**src/cbs_pkg.sv**
```systemverilog
package cbs_pkg;

  // ****************************************
  // Widths and field positions
  // ****************************************
  localparam int unsigned PC_W = 16;
  typedef logic [PC_W-1:0] cbs_pc_t;

  // Status flag bit positions
  localparam logic [2:0] FLG_C = 3'h0;
  localparam logic [2:0] FLG_Z = 3'h1;
  localparam logic [2:0] FLG_N = 3'h2;
  localparam logic [2:0] FLG_V = 3'h3;
  localparam logic [2:0] FLG_H = 3'h5;
  localparam logic [2:0] FLG_T = 3'h6;
  localparam logic [2:0] FLG_I = 3'h7;

  // Cycle counts and program counter steps
  localparam logic [1:0] CYC_1     = 2'h1;
  localparam logic [1:0] CYC_2     = 2'h2;
  localparam logic [1:0] CYC_3     = 2'h3;
  localparam cbs_pc_t    PC_STEP_1 = 16'h0001;
  localparam cbs_pc_t    PC_STEP_2 = 16'h0002;
  localparam cbs_pc_t    PC_STEP_3 = 16'h0003;
  localparam logic [7:0] BIT0_MASK = 8'h01;

  // ****************************************
  // Operations
  // ****************************************
  typedef enum logic [5:0] {
    OP_NOP                  = 6'b000000,
    OP_COMPARE_SKIP_EQUAL   = 6'b000001,
    OP_COMPARE_REGS         = 6'b000010,
    OP_COMPARE_REGS_CARRY   = 6'b000011,
    OP_COMPARE_IMMEDIATE    = 6'b000100,
    OP_SKIP_REG_BIT_CLEAR   = 6'b000101,
    OP_SKIP_REG_BIT_SET     = 6'b000110,
    OP_SKIP_IO_BIT_CLEAR    = 6'b000111,
    OP_SKIP_IO_BIT_SET      = 6'b001000,
    OP_BRANCH_FLAG_SET      = 6'b001001,
    OP_BRANCH_FLAG_CLEAR    = 6'b001010,
    OP_BRANCH_EQUAL         = 6'b001011,
    OP_BRANCH_NOT_EQUAL     = 6'b001100,
    OP_BRANCH_CARRY_SET     = 6'b001101,
    OP_BRANCH_CARRY_CLEAR   = 6'b001110,
    OP_BRANCH_SAME_OR_HIGH  = 6'b001111,
    OP_BRANCH_LOWER         = 6'b010000,
    OP_BRANCH_MINUS         = 6'b010001,
    OP_BRANCH_PLUS          = 6'b010010,
    OP_BRANCH_GE_SIGNED     = 6'b010011,
    OP_BRANCH_LESS_SIGNED   = 6'b010100,
    OP_BRANCH_HALF_SET      = 6'b010101,
    OP_BRANCH_HALF_CLEAR    = 6'b010110,
    OP_BRANCH_TRANSFER_SET  = 6'b010111,
    OP_BRANCH_TRANSFER_CLR  = 6'b011000,
    OP_BRANCH_OVERFLOW_SET  = 6'b011001,
    OP_BRANCH_OVERFLOW_CLR  = 6'b011010,
    OP_BRANCH_IRQ_ENABLED   = 6'b011011,
    OP_BRANCH_IRQ_DISABLED  = 6'b011100,
    OP_SET_IO_BIT           = 6'b011101,
    OP_CLEAR_IO_BIT         = 6'b011110,
    OP_SHIFT_LEFT_LOGICAL   = 6'b011111,
    OP_SHIFT_RIGHT_LOGICAL  = 6'b100000,
    OP_ROTATE_LEFT_CARRY    = 6'b100001,
    OP_ROTATE_RIGHT_CARRY   = 6'b100010,
    OP_SHIFT_RIGHT_ARITH    = 6'b100011
  } cbs_op_t;

  typedef enum logic [2:0] {
    SH_LEFT_LOGICAL  = 3'b000,
    SH_RIGHT_LOGICAL = 3'b001,
    SH_ROTATE_LEFT   = 3'b010,
    SH_ROTATE_RIGHT  = 3'b011,
    SH_RIGHT_ARITH   = 3'b100
  } cbs_shift_t;

  typedef enum logic [0:0] {
    ST_IDLE = 1'b0,
    ST_WAIT = 1'b1
  } cbs_state_t;

endpackage

```
**src/cbs_exec.sv**
```systemverilog
`timescale 1ns/10ps
`default_nettype none
module cbs_exec (
  input  wire logic             clk_sys,
  input  wire logic             nrst,
  input  wire logic             start,
  input  wire cbs_pkg::cbs_op_t op,
  input  wire logic [7:0]       rd_val,
  input  wire logic [7:0]       rr_val,
  input  wire logic [7:0]       imm_val,
  input  wire logic [2:0]       bit_sel,
  input  wire logic [2:0]       flag_sel,
  input  wire logic [6:0]       k_off,
  input  wire cbs_pkg::cbs_pc_t pc_in,
  input  wire logic             next_two_word,
  input  wire logic [7:0]       status_flags_register_in,
  input  wire logic [7:0]       io_rdata,
  output logic                  ready,
  output logic                  done,
  output cbs_pkg::cbs_pc_t      pc_out,
  output logic                  rd_we,
  output logic [7:0]            rd_wdata,
  output logic                  status_flags_register_we,
  output logic [7:0]            status_flags_register_out,
  output logic                  io_we,
  output logic [7:0]            io_wdata
);
  import cbs_pkg::*;

  // ****************************************
  // State
  // ****************************************
  typedef struct packed {
    cbs_state_t state;
    logic [1:0] remain;
    logic       done;
    cbs_pc_t    pc;
    logic       rd_we;
    logic [7:0] rd_wdata;
    logic       status_flags_register_we;
    logic [7:0] status_flags_register;
    logic       io_we;
    logic [7:0] io_wdata;
  } cbs_regs_t;

  cbs_regs_t  st_reg;
  cbs_regs_t  st_next;

  logic       take;
  cbs_pc_t    k_ext;
  logic [7:0] cmp_operand;
  logic       cmp_z;
  logic       cmp_n;
  logic       cmp_v;
  logic       cmp_c;
  logic       cmp_h;
  cbs_shift_t sh_kind;
  logic [7:0] sh_result;
  logic       sh_z;
  logic       sh_c;
  logic       sh_n;
  logic       sh_v;
  logic       is_branch;
  logic       br_flag;
  logic       br_want;
  logic       is_skip;
  logic       skip_hit;
  logic [1:0] cycles;
  cbs_pc_t    pc_target;

  // ****************************************
  // Datapath units
  // ****************************************
  // Compare operand: immediate or second register
  assign cmp_operand = (op == OP_COMPARE_IMMEDIATE) ? imm_val : rr_val;

  cbs_sub_flags u_sub (
    .minuend    (rd_val),
    .subtrahend (cmp_operand),
    .borrow_in  ((op == OP_COMPARE_REGS_CARRY) & status_flags_register_in[FLG_C]),
    .zero_chain (op == OP_COMPARE_REGS_CARRY),
    .zero_in    (status_flags_register_in[FLG_Z]),
    .flag_z     (cmp_z),
    .flag_n     (cmp_n),
    .flag_v     (cmp_v),
    .flag_c     (cmp_c),
    .flag_h     (cmp_h)
  );

  // Shift kind chosen from the operation
  always_comb begin
    unique case (op)
      OP_SHIFT_RIGHT_LOGICAL: sh_kind = SH_RIGHT_LOGICAL;
      OP_ROTATE_LEFT_CARRY:   sh_kind = SH_ROTATE_LEFT;
      OP_ROTATE_RIGHT_CARRY:  sh_kind = SH_ROTATE_RIGHT;
      OP_SHIFT_RIGHT_ARITH:   sh_kind = SH_RIGHT_ARITH;
      default:                sh_kind = SH_LEFT_LOGICAL;
    endcase
  end

  cbs_shift_unit u_shift (
    .kind     (sh_kind),
    .operand  (rd_val),
    .carry_in (status_flags_register_in[FLG_C]),
    .result   (sh_result),
    .flag_z   (sh_z),
    .flag_c   (sh_c),
    .flag_n   (sh_n),
    .flag_v   (sh_v)
  );

  // ****************************************
  // Branch and skip conditions
  // ****************************************
  // Signed word displacement of the branch
  assign k_ext = cbs_pc_t'(signed'(k_off));

  // Flag tested by each branch and the value that takes it
  always_comb begin
    is_branch = 1'b1;
    br_flag   = 1'b0;
    br_want   = 1'b1;
    unique case (op)
      OP_BRANCH_FLAG_SET:     br_flag = status_flags_register_in[flag_sel];
      OP_BRANCH_FLAG_CLEAR: begin
        br_flag = status_flags_register_in[flag_sel];
        br_want = 1'b0;
      end
      OP_BRANCH_EQUAL:        br_flag = status_flags_register_in[FLG_Z];
      OP_BRANCH_NOT_EQUAL: begin
        br_flag = status_flags_register_in[FLG_Z];
        br_want = 1'b0;
      end
      OP_BRANCH_CARRY_SET,
      OP_BRANCH_LOWER:        br_flag = status_flags_register_in[FLG_C];
      OP_BRANCH_CARRY_CLEAR,
      OP_BRANCH_SAME_OR_HIGH: begin
        br_flag = status_flags_register_in[FLG_C];
        br_want = 1'b0;
      end
      OP_BRANCH_MINUS:        br_flag = status_flags_register_in[FLG_N];
      OP_BRANCH_PLUS: begin
        br_flag = status_flags_register_in[FLG_N];
        br_want = 1'b0;
      end
      OP_BRANCH_GE_SIGNED: begin
        br_flag = status_flags_register_in[FLG_N] ^ status_flags_register_in[FLG_V];
        br_want = 1'b0;
      end
      OP_BRANCH_LESS_SIGNED:  br_flag = status_flags_register_in[FLG_N] ^ status_flags_register_in[FLG_V];
      OP_BRANCH_HALF_SET:     br_flag = status_flags_register_in[FLG_H];
      OP_BRANCH_HALF_CLEAR: begin
        br_flag = status_flags_register_in[FLG_H];
        br_want = 1'b0;
      end
      OP_BRANCH_TRANSFER_SET: br_flag = status_flags_register_in[FLG_T];
      OP_BRANCH_TRANSFER_CLR: begin
        br_flag = status_flags_register_in[FLG_T];
        br_want = 1'b0;
      end
      OP_BRANCH_OVERFLOW_SET: br_flag = status_flags_register_in[FLG_V];
      OP_BRANCH_OVERFLOW_CLR: begin
        br_flag = status_flags_register_in[FLG_V];
        br_want = 1'b0;
      end
      OP_BRANCH_IRQ_ENABLED:  br_flag = status_flags_register_in[FLG_I];
      OP_BRANCH_IRQ_DISABLED: begin
        br_flag = status_flags_register_in[FLG_I];
        br_want = 1'b0;
      end
      default:                is_branch = 1'b0;
    endcase
  end

  // Skip decision for register, I/O and compare skips
  always_comb begin
    is_skip  = 1'b1;
    skip_hit = 1'b0;
    unique case (op)
      OP_COMPARE_SKIP_EQUAL: skip_hit = (rd_val == rr_val);
      OP_SKIP_REG_BIT_CLEAR: skip_hit = ~rr_val[bit_sel];
      OP_SKIP_REG_BIT_SET:   skip_hit = rr_val[bit_sel];
      OP_SKIP_IO_BIT_CLEAR:  skip_hit = ~io_rdata[bit_sel];
      OP_SKIP_IO_BIT_SET:    skip_hit = io_rdata[bit_sel];
      default:               is_skip  = 1'b0;
    endcase
  end

  // Cycle count and next program counter
  always_comb begin
    cycles    = CYC_1;
    pc_target = cbs_pc_t'(pc_in + PC_STEP_1);
    if (is_branch && (br_flag == br_want)) begin
      cycles    = CYC_2;
      pc_target = cbs_pc_t'(pc_in + k_ext + PC_STEP_1);
    end else if (is_skip && skip_hit) begin
      cycles    = next_two_word ? CYC_3 : CYC_2;
      pc_target = cbs_pc_t'(pc_in + (next_two_word ? PC_STEP_3 : PC_STEP_2));
    end else if ((op == OP_SET_IO_BIT) || (op == OP_CLEAR_IO_BIT)) begin
      cycles = CYC_2;
    end
  end

  // ****************************************
  // Sequencer
  // ****************************************
  assign take = start && (st_reg.state == ST_IDLE);

  // Next state: latch results on take, release them with done
  always_comb begin
    st_next      = st_reg;
    st_next.done = 1'b0;
    unique case (st_reg.state)
      ST_IDLE: begin
        if (take) begin
          st_next.pc       = pc_target;
          st_next.rd_we    = 1'b0;
          st_next.rd_wdata = rd_val;
          st_next.status_flags_register_we  = 1'b0;
          st_next.status_flags_register     = status_flags_register_in;
          st_next.io_we    = 1'b0;
          st_next.io_wdata = io_rdata;
          unique case (op)
            OP_COMPARE_REGS,
            OP_COMPARE_REGS_CARRY,
            OP_COMPARE_IMMEDIATE: begin
              st_next.status_flags_register_we       = 1'b1;
              st_next.status_flags_register[FLG_Z]   = cmp_z;
              st_next.status_flags_register[FLG_N]   = cmp_n;
              st_next.status_flags_register[FLG_V]   = cmp_v;
              st_next.status_flags_register[FLG_C]   = cmp_c;
              st_next.status_flags_register[FLG_H]   = cmp_h;
            end
            OP_SHIFT_LEFT_LOGICAL,
            OP_SHIFT_RIGHT_LOGICAL,
            OP_ROTATE_LEFT_CARRY,
            OP_ROTATE_RIGHT_CARRY,
            OP_SHIFT_RIGHT_ARITH: begin
              st_next.rd_we       = 1'b1;
              st_next.rd_wdata    = sh_result;
              st_next.status_flags_register_we     = 1'b1;
              st_next.status_flags_register[FLG_Z] = sh_z;
              st_next.status_flags_register[FLG_C] = sh_c;
              st_next.status_flags_register[FLG_N] = sh_n;
              st_next.status_flags_register[FLG_V] = sh_v;
            end
            OP_SET_IO_BIT: begin
              st_next.io_we    = 1'b1;
              st_next.io_wdata = io_rdata | (BIT0_MASK << bit_sel);
            end
            OP_CLEAR_IO_BIT: begin
              st_next.io_we    = 1'b1;
              st_next.io_wdata = io_rdata & ~(BIT0_MASK << bit_sel);
            end
            default: ;
          endcase
          if (cycles == CYC_1) begin
            st_next.done = 1'b1;
          end else begin
            st_next.state  = ST_WAIT;
            st_next.remain = 2'(cycles - CYC_1);
          end
        end
      end
      ST_WAIT: begin
        if (st_reg.remain == CYC_1) begin
          st_next.done  = 1'b1;
          st_next.state = ST_IDLE;
        end else begin
          st_next.remain = 2'(st_reg.remain - CYC_1);
        end
      end
    endcase
  end

  // State register, synchronous reset
  always_ff @(posedge clk_sys) begin
    if (!nrst) begin
      st_reg <= '0;
    end else begin
      st_reg <= st_next;
    end
  end

  // Outputs; write strobes only pulse with done
  assign ready    = (st_reg.state == ST_IDLE);
  assign done     = st_reg.done;
  assign pc_out   = st_reg.pc;
  assign rd_we    = st_reg.rd_we & st_reg.done;
  assign rd_wdata = st_reg.rd_wdata;
  assign status_flags_register_we  = st_reg.status_flags_register_we & st_reg.done;
  assign status_flags_register_out = st_reg.status_flags_register;
  assign io_we    = st_reg.io_we & st_reg.done;
  assign io_wdata = st_reg.io_wdata;
endmodule // cbs_exec
`default_nettype wire

```
**src/cbs_sub_flags.sv**
```systemverilog
`timescale 1ns/10ps
`default_nettype none
module cbs_sub_flags (
  input  wire logic [7:0] minuend,
  input  wire logic [7:0] subtrahend,
  input  wire logic       borrow_in,
  input  wire logic       zero_chain,
  input  wire logic       zero_in,
  output logic            flag_z,
  output logic            flag_n,
  output logic            flag_v,
  output logic            flag_c,
  output logic            flag_h
);
  import cbs_pkg::*;

  logic [7:0] diff;

  // Difference with borrow and its flags; result itself is discarded
  always_comb begin
    diff   = 8'(minuend - subtrahend - {7'h00, borrow_in});
    flag_n = diff[7];
    flag_h = (~minuend[3] & subtrahend[3]) | (subtrahend[3] & diff[3]) | (diff[3] & ~minuend[3]);
    flag_c = (~minuend[7] & subtrahend[7]) | (subtrahend[7] & diff[7]) | (diff[7] & ~minuend[7]);
    flag_v = (minuend[7] & ~subtrahend[7] & ~diff[7]) | (~minuend[7] & subtrahend[7] & diff[7]);
    // Chained compare keeps zero only if it was already zero
    flag_z = (diff == 8'h00) & (~zero_chain | zero_in);
  end

endmodule // cbs_sub_flags
`default_nettype wire

```
**src/cbs_shift_unit.sv**
```systemverilog
`timescale 1ns/10ps
`default_nettype none
module cbs_shift_unit (
  input  wire cbs_pkg::cbs_shift_t kind,
  input  wire logic [7:0]          operand,
  input  wire logic                carry_in,
  output logic [7:0]               result,
  output logic                     flag_z,
  output logic                     flag_c,
  output logic                     flag_n,
  output logic                     flag_v
);
  import cbs_pkg::*;

  // Shift or rotate by one place and derive the flags
  always_comb begin
    unique case (kind)
      SH_LEFT_LOGICAL:  {flag_c, result} = {operand, 1'b0};
      SH_RIGHT_LOGICAL: {result, flag_c} = {1'b0, operand};
      SH_ROTATE_LEFT:   {flag_c, result} = {operand, carry_in};
      SH_ROTATE_RIGHT:  {result, flag_c} = {carry_in, operand};
      SH_RIGHT_ARITH:   {result, flag_c} = {operand[7], operand}; // Sign bit kept
      default:          {flag_c, result} = {1'b0, operand};
    endcase
    flag_z = (result == 8'h00);
    flag_n = result[7];
    flag_v = result[7] ^ flag_c;
  end

endmodule // cbs_shift_unit
`default_nettype wire

```
**config.mk**
```make
export PLATFORM = sky130hd
export DESIGN_NAME = cbs_exec
export DESIGN_NICKNAME = d
export VERILOG_FILES = /design/src/cbs_pkg.sv /design/src/cbs_exec.sv /design/src/cbs_sub_flags.sv /design/src/cbs_shift_unit.sv
export SDC_FILE = /design/constraint.sdc
export NUM_CORES = 1
export LEC_CHECK = 0
export ABC_AREA = 1
export ABC_CLOCK_PERIOD_IN_PS = 3400
export BUFFER_PORTS_ARGS = -buffer_cell sky130_fd_sc_hd__buf_2
export CORE_MARGIN = 5
export CORE_UTILIZATION = 40
export DETAILED_ROUTE_END_ITERATION = 8
export PLACE_DENSITY_LB_ADDON = 0.05
export SYNTH_ARGS = -nofsm -noshare
export SYNTH_HDL_FRONTEND = slang
export SYNTH_SLANG_ARGS = --single-unit
export TNS_END_PERCENT = 100
```
**constraint.sdc**
```tcl
create_clock -name clk_sys -period 3.4 [get_ports clk_sys]
set_input_delay 0.51 -clock clk_sys [delete_from_list [all_inputs] [get_ports clk_sys]]
set_output_delay 0.51 -clock clk_sys [all_outputs]
set_load 0.01 [all_outputs]
```
# After elaboration in Yosys (flattened, before gate mapping)
# Cells that the tools add are included.
totals:
  regBits: 47
  in_bits: 79
  output_inout_bits: 45
  word_cells: 160
op_classes:
  addsub: 8
  n_lt_le_gt_ge: 2
  n_eq_ne: 46
  shifts: 1
  n_mux: 34
  n_bitwise: 33
  n_reduce_logical: 26
op_table:
  columns: ["cell", "count"]
  rows:
  - ["== test 6 x 5 -> 1 bit (second input constant)", 16]
  - ["== test 6 x 4 -> 1 bit (second input constant)", 8]
  - ["two-way mux 47 bit", 1]
  - ["case mux 8 bit (5 select lines)", 1]
  - ["adder 16 x 1 -> 16 bit (second input constant)", 2]
  - ["two-way mux 16 bit", 2]
  - ["== test 6 x 3 -> 1 bit (second input constant)", 4]
  - ["== test 6 bit (second input constant)", 4]
  - ["OR reduction 20 bit", 1]
  - ["case mux 9 bit (2 select lines)", 1]
  - ["OR reduction 2 bit", 9]
  - ["adder 16 bit", 1]
  - ["adder 16 x 2 -> 16 bit", 1]
  - ["logical NOT 8 bit", 2]
  - ["case mux 4 bit (2 select lines)", 2]
  - ["AND 1 bit", 14]
  - ["two-way mux 1 bit", 13]
  - ["== test 6 x 2 -> 1 bit (second input constant)", 2]
  - ["case mux 3 bit (4 select lines)", 1]
  - ["OR reduction 10 bit", 1]
  - ["OR reduction 5 bit", 2]
  - ["binary-select mux 1 bit (select 3 bit)", 3]
  - ["two-way mux 9 bit", 1]
  - ["case mux 1 bit (9 select lines)", 1]
  - ["other kinds (33)", 57]

# Logic depth before layout (Yosys ltp)
depth:
  word_depth: 11
  mapped_depth: 25
  depth_no_buf: 25

# Hierarchy
# A second synthesis with hierarchy kept.
hier_totals:
  cells_unflattened: 942
  area_unflattened_um2: 5557.8
modules_own_cells:
  columns: ["module", "instances", "cells_each", "area_per_inst_um2", "seq_area_each_um2"]
  rows:
  - ["cbs_exec", 1, 764, 4615.7, 940.9]
  - ["cbs_sub_flags", 1, 112, 633.1, 0.0]
  - ["cbs_shift_unit", 1, 66, 309.0, 0.0]

# Least setup slack after synthesis
# Ideal clock, no wire load.
synth_path:
  path_type: "input-to-reg"
  from: "in bit_sel[0]"
  to: "reg st_reg (netlist bit pc_out[12])"
  setup_time_ps: 109
  arrival_time_ps: 3247
  t_required_ps: 3291
  slack_ps: 44
  cell_stages: 25
  path_buffers: 1
  path_cell_list: "clkbuf_1 > nand2_1 > o21ai_0 > nand2_1 > nand3_1 > nand2_1 > nand2_1 > nand3_1 > inv_1 > nand2_1 > inv_1 > or2_2 > ha_1 > inv_1 > fa_1 > or2_2 > nor3_2 > nand3_1 > nor2_1 > nand3_1 > xnor2_1 > nand2_1 > nand3_1 > nand2_1 > inv_1"
synth_between:
  elab_chain_len: 7
  elab_cells_between_ends: 10
  classes_between: "7 x mux; 2 x bitwise; 1 x reduce/logical"
synth_lines:
  columns: ["element", "line", "rtl"]
  rows:
  - ["start, declared", "cbs_exec.sv:11", "input wire logic [2:0] bit_sel,"]
  - ["binary-select mux 1 bit (select 3 bit) (on tied branches)", null, null]
  - ["two-way mux 1 bit (on tied branches)", null, null]
  - ["inverter 1 bit (on tied branches)", "cbs_exec.sv:183, cbs_exec.sv:181", null]
  - ["case mux 1 bit (5 select lines) *", "cbs_exec.sv:179", "unique case (op)"]
  - ["logical AND 1 bit *", "cbs_exec.sv:196", "end else if (is_skip && skip_hit) begin"]
  - ["two-way mux 16 bit *", "cbs_exec.sv:196", null]
  - ["two-way mux 16 bit *", "cbs_exec.sv:193", "if (is_branch && (br_flag == br_want)) begin"]
  - ["end signal, assigned", "cbs_exec.sv:281", "st_reg <= st_next;"]
  - ["end, declared", "cbs_exec.sv:46", "cbs_regs_t st_reg;"]
# Mark *: on every way between the ends. The rest lies on a longest branch, timed or not. The select of a mux whose other input is x is not followed.
# A chain may end at the register's enable or synchronous reset.

# Worst setup path in the final report
layout_path:
  from: "in op[3]"
  to: "reg st_reg (netlist bit pc_out[12])"
layout_between:
  elab_chain_len: 6
  elab_cells_between_ends: 47
  classes_between: "26 x eq/ne; 7 x mux; 14 x reduce/logical"
layout_lines:
  columns: ["element", "line", "rtl"]
  rows:
  - ["start, declared", "cbs_exec.sv:7", "input wire cbs_pkg::cbs_op_t op,"]
  - ["== test 6 x 4 -> 1 bit, or another cell as far along", "cbs_exec.sv:123", "unique case (op)"]
  - ["OR reduction 4 bit (no source line), or another cell as far along", null, null]
  - ["case mux 1 bit (9 select lines), or another cell as far along", "cbs_exec.sv:123", null]
  - ["== test 1 bit / logical AND 1 bit (equally long branches)", "cbs_exec.sv:193, cbs_exec.sv:196", null]
  - ["logical AND 1 bit / two-way mux 16 bit (equally long branches)", "cbs_exec.sv:193, cbs_exec.sv:196", null]
  - ["two-way mux 16 bit *", "cbs_exec.sv:193", null]
# Mark *: on every way between the ends. The rest lies on a longest branch, timed or not.

==> results_dict.tcl <==
set metrics [dict create \
    numCtsBuffers 5 \
    crit_path_start_kind "input port" \
    nFillCells 1438 \
    yosysWarnings 0 \
    largest_register_ffs 16 \
    rows 42 \
    synth_enable_flop_cells 0 \
    reg2regPathDepth 6 \
    r2r-end "st_reg[45]" \
    cap_violations 0 \
    routabilityCongestion 0.9192 \
    nets 1111 \
    slew_headroom 0.4266 \
    crit_family "simple AND/OR/NAND/NOR gates" \
    p_leak_nw 3.441 \
    required_ps 3600 \
    die_area_um2 15720 \
    drc 0 \
    cts_buffer_depth 2 \
    dpl-instance-area_um2 6100 \
    ys_async_sr_fraction 0 \
    ys.flop_type "dfxtp_1" \
    cts_sinks 47 \
    routed_wl_um 16180 \
    cpMaxStageDelayCell "fa_2" \
    grt_pass1_wl_um 26140 \
    power_density_nw_per_um2 327.9 \
    port-buffer-count 123 \
    hold_depth 2 \
    worstSetupPathType "in2reg" \
    die_h_um 125.4 \
    max_clock_freq_mhz 315.8 \
    track_usage 0.2001 \
    postLayoutCellArea_um2 6299 \
    cts_hold_buf 0 \
    netlist_area_um2 5325 \
    synth_cell_type_count 41 \
    maxSlewViolCount 0 \
    peakVddDrop_mv 0.1666 \
    grt_max_degree 37 \
    start_util 0.4053 \
    antenna_found_initial 0 \
    hold_path_class "reg2reg" \
    ioPinCount 124 \
    die_x_um 125.4 \
    critPathLaunch "op[3]" \
    crit_chain "buf_2 -> nor2_4 -> buf_12 -> inv_1 -> nor3_1 -> nand2_1 -> nand3_1 -> inv_1 -> nand2_1 -> inv_2 -> buf_4 -> fa_2 -> or2_2 -> nor3_2 -> nand3_1 -> nor2_2 -> nand3_2 -> xnor2_1 -> nand2_1 -> nand3_1 -> nand2_1 -> inv_1" \
    clk_pin_slew_ps 70 \
    core-area_um2 13140 \
    insertion_delay_ps 290 \
    fin_crit_ps 3166 \
    worst_setup_path_end_kind "flop" \
    final.setup_skew_ps 4.467 \
    antennaDiodeCount 0 \
    drtPass1Iterations 5 \
    tightest_slew_ps 859.2 \
    syn_nets 997 \
    worst_hold_slack_ps 463.1 \
    vias 5738 \
    setup_viol 0 \
    r2r-start "st_reg[46]" \
    drt_iter0_drc 365 \
    grt_pass1_vias 5210 \
    critPathMaxStageDelay_ps 340 \
    synth_cells 881 \
    cp_max_fo 5 \
    synth_seq_cells 47 \
    status "finished, final reports clean" \
    drive_gt1_frac 0.2189 \
    synth_seq_area_share 0.1767 \
    dp_hpwl_um 13680 \
    path_depth 22 \
    wire_per_inst_um 13.80 \
    syn_to_final_growth_pct 18.28 \
    timing.critical_path.buf_inv 7 \
    ant_nets 0 \
    synth_area_per_cell_um2 6.044 \
    grt_overflow 0 \
    cts_root_buf "clkbuf_16" \
    htree_levels 2 \
    hold_viol 0 \
    vias_per_cell 4.896 \
    cts_tree "yes" \
    arrival_ps 3360 \
    cp_common_cell "nand2_1" \
    crit_end "pc_out[12]" \
    period_share 0.9312 \
    rrSetupSlack_ps 1500 \
]
## power breakdown
| part | internal, mW | switching (mW) |
|---|---|---|
| sequential | 0.613 | 0.0358 |
| combinational | 0.330 | 0.510 |
| clock | 0.350 | 0.227 |
## layout make-up
cell class                 count  area, um^2  area share
sequential                    47       940.9      0.1494
timing repair buffer         166       960.9      0.1526
multi-input combinational    645        3517      0.5584
tap                          176       220.2     0.03496
clock inverter                 3       46.29    0.007350
inverter                     130       488.0     0.07747
clock buffer                   5       125.1     0.01986
## stage by stage
step           utilization  cells  setup slack, ps  total power [mW]  TNS [ps]
6_report            0.4794   1172            233.8             2.065         0
5_1_grt             0.4794   1172           -16.47             2.221    -16.47
4_1_cts             0.4773   1171            136.0             2.078         0
3_5_place_dp        0.4643   1163           -177.4             1.496    -451.0
3_3_place_gp        0.4643   1163           -98.55             1.500    -207.2
2_1_floorplan            -    881            43.73             1.258         0
## logic make-up after synthesis
group	after synthesis	synth area share
XOR/XNOR	37	0.06086
buffers and inverters	189	0.1647
AND/OR/NAND/NOR	449	0.3687
AO/OA/AOI/OAI	122	0.1365
flip-flops	47	0.1767
adder cells (fa/ha/maj)	37	0.09258
## synthesized netlist by cell type (4+ instances only)
cell type  count  area share
a21oi_1       45       0.042
a221oi_1       5      0.0082
buf_4         42       0.059
clkbuf_1      13      0.0092
dfxtp_1       47        0.18
fa_1           4       0.015
ha_1          33       0.078
inv_1        120       0.085
inv_2         10      0.0070
nand2_1      217        0.15
nand2_2        4      0.0047
nand3_1       87       0.082
nand4_1        7      0.0082
nor2_1        92       0.065
nor2_2         9       0.011
nor2_4         5       0.011
nor3_1        13       0.012
o211ai_1       5      0.0070
o21ai_0       36       0.034
o21bai_1       4      0.0056
o221ai_1       8       0.013
o31ai_1        4      0.0056
or2_2          5      0.0059
xnor2_1       15       0.025
xor2_1        22       0.036
## repair_timing
item / in CTS / in global routing
endpoints found under the setup margin: 0 / 5
buffers inserted: 0 / 1
gates resized for setup: 0 / 11
## worst min-delay path by stage
stage	start	endpoint	slack, ps
2_1_floorplan	st_reg[45]	st_reg[45]	440
3_3_place_gp	io_wdata[2]	io_wdata[2]	450
3_5_place_dp	io_wdata[5]	io_wdata[5]	450
4_1_cts	io_wdata[5]	io_wdata[5]	460
5_1_grt	io_wdata[2]	io_wdata[2]	480
6_report	io_wdata[3]	io_wdata[3]	460
## worst min-delay path: stages, from the launching register on
cell	delay, ps
dfxtp_1	310
nand2_1	60
a21oi_1	50
## per-layer routing
metal / vias up / routed length (um) / global-route usage
li1: 3035 / - / -
met1: 2529 / 8290 / 0.3057
met2: 164 / 6759 / 0.2948
met3: 10 / 1020 / 0.03539
met4: 0 / 104 / 0.03699
met5: - / 0 / 0
## placed cells by master (no fill, tap or decap), drive strengths merged, types with 4 or more instances in the layout
cell type  synthesis  final
inv              130    131
o21bai             4      4
or2                5      5
nand4              7      7
ha                33     33
nand2            222    222
nand3             90     90
clkbuf            13      5
nor3              15     15
a221oi             5      5
nor2             106    106
dfxtp             47     47
a21oi             45     45
o21ai             38     38
o221ai             8      8
xor2              22     22
xnor2             15     15
o31ai              4      4
fa                 4      4
o211ai             5      5
buf               46    166
Note: power is estimated with default switching activity, not from simulation.
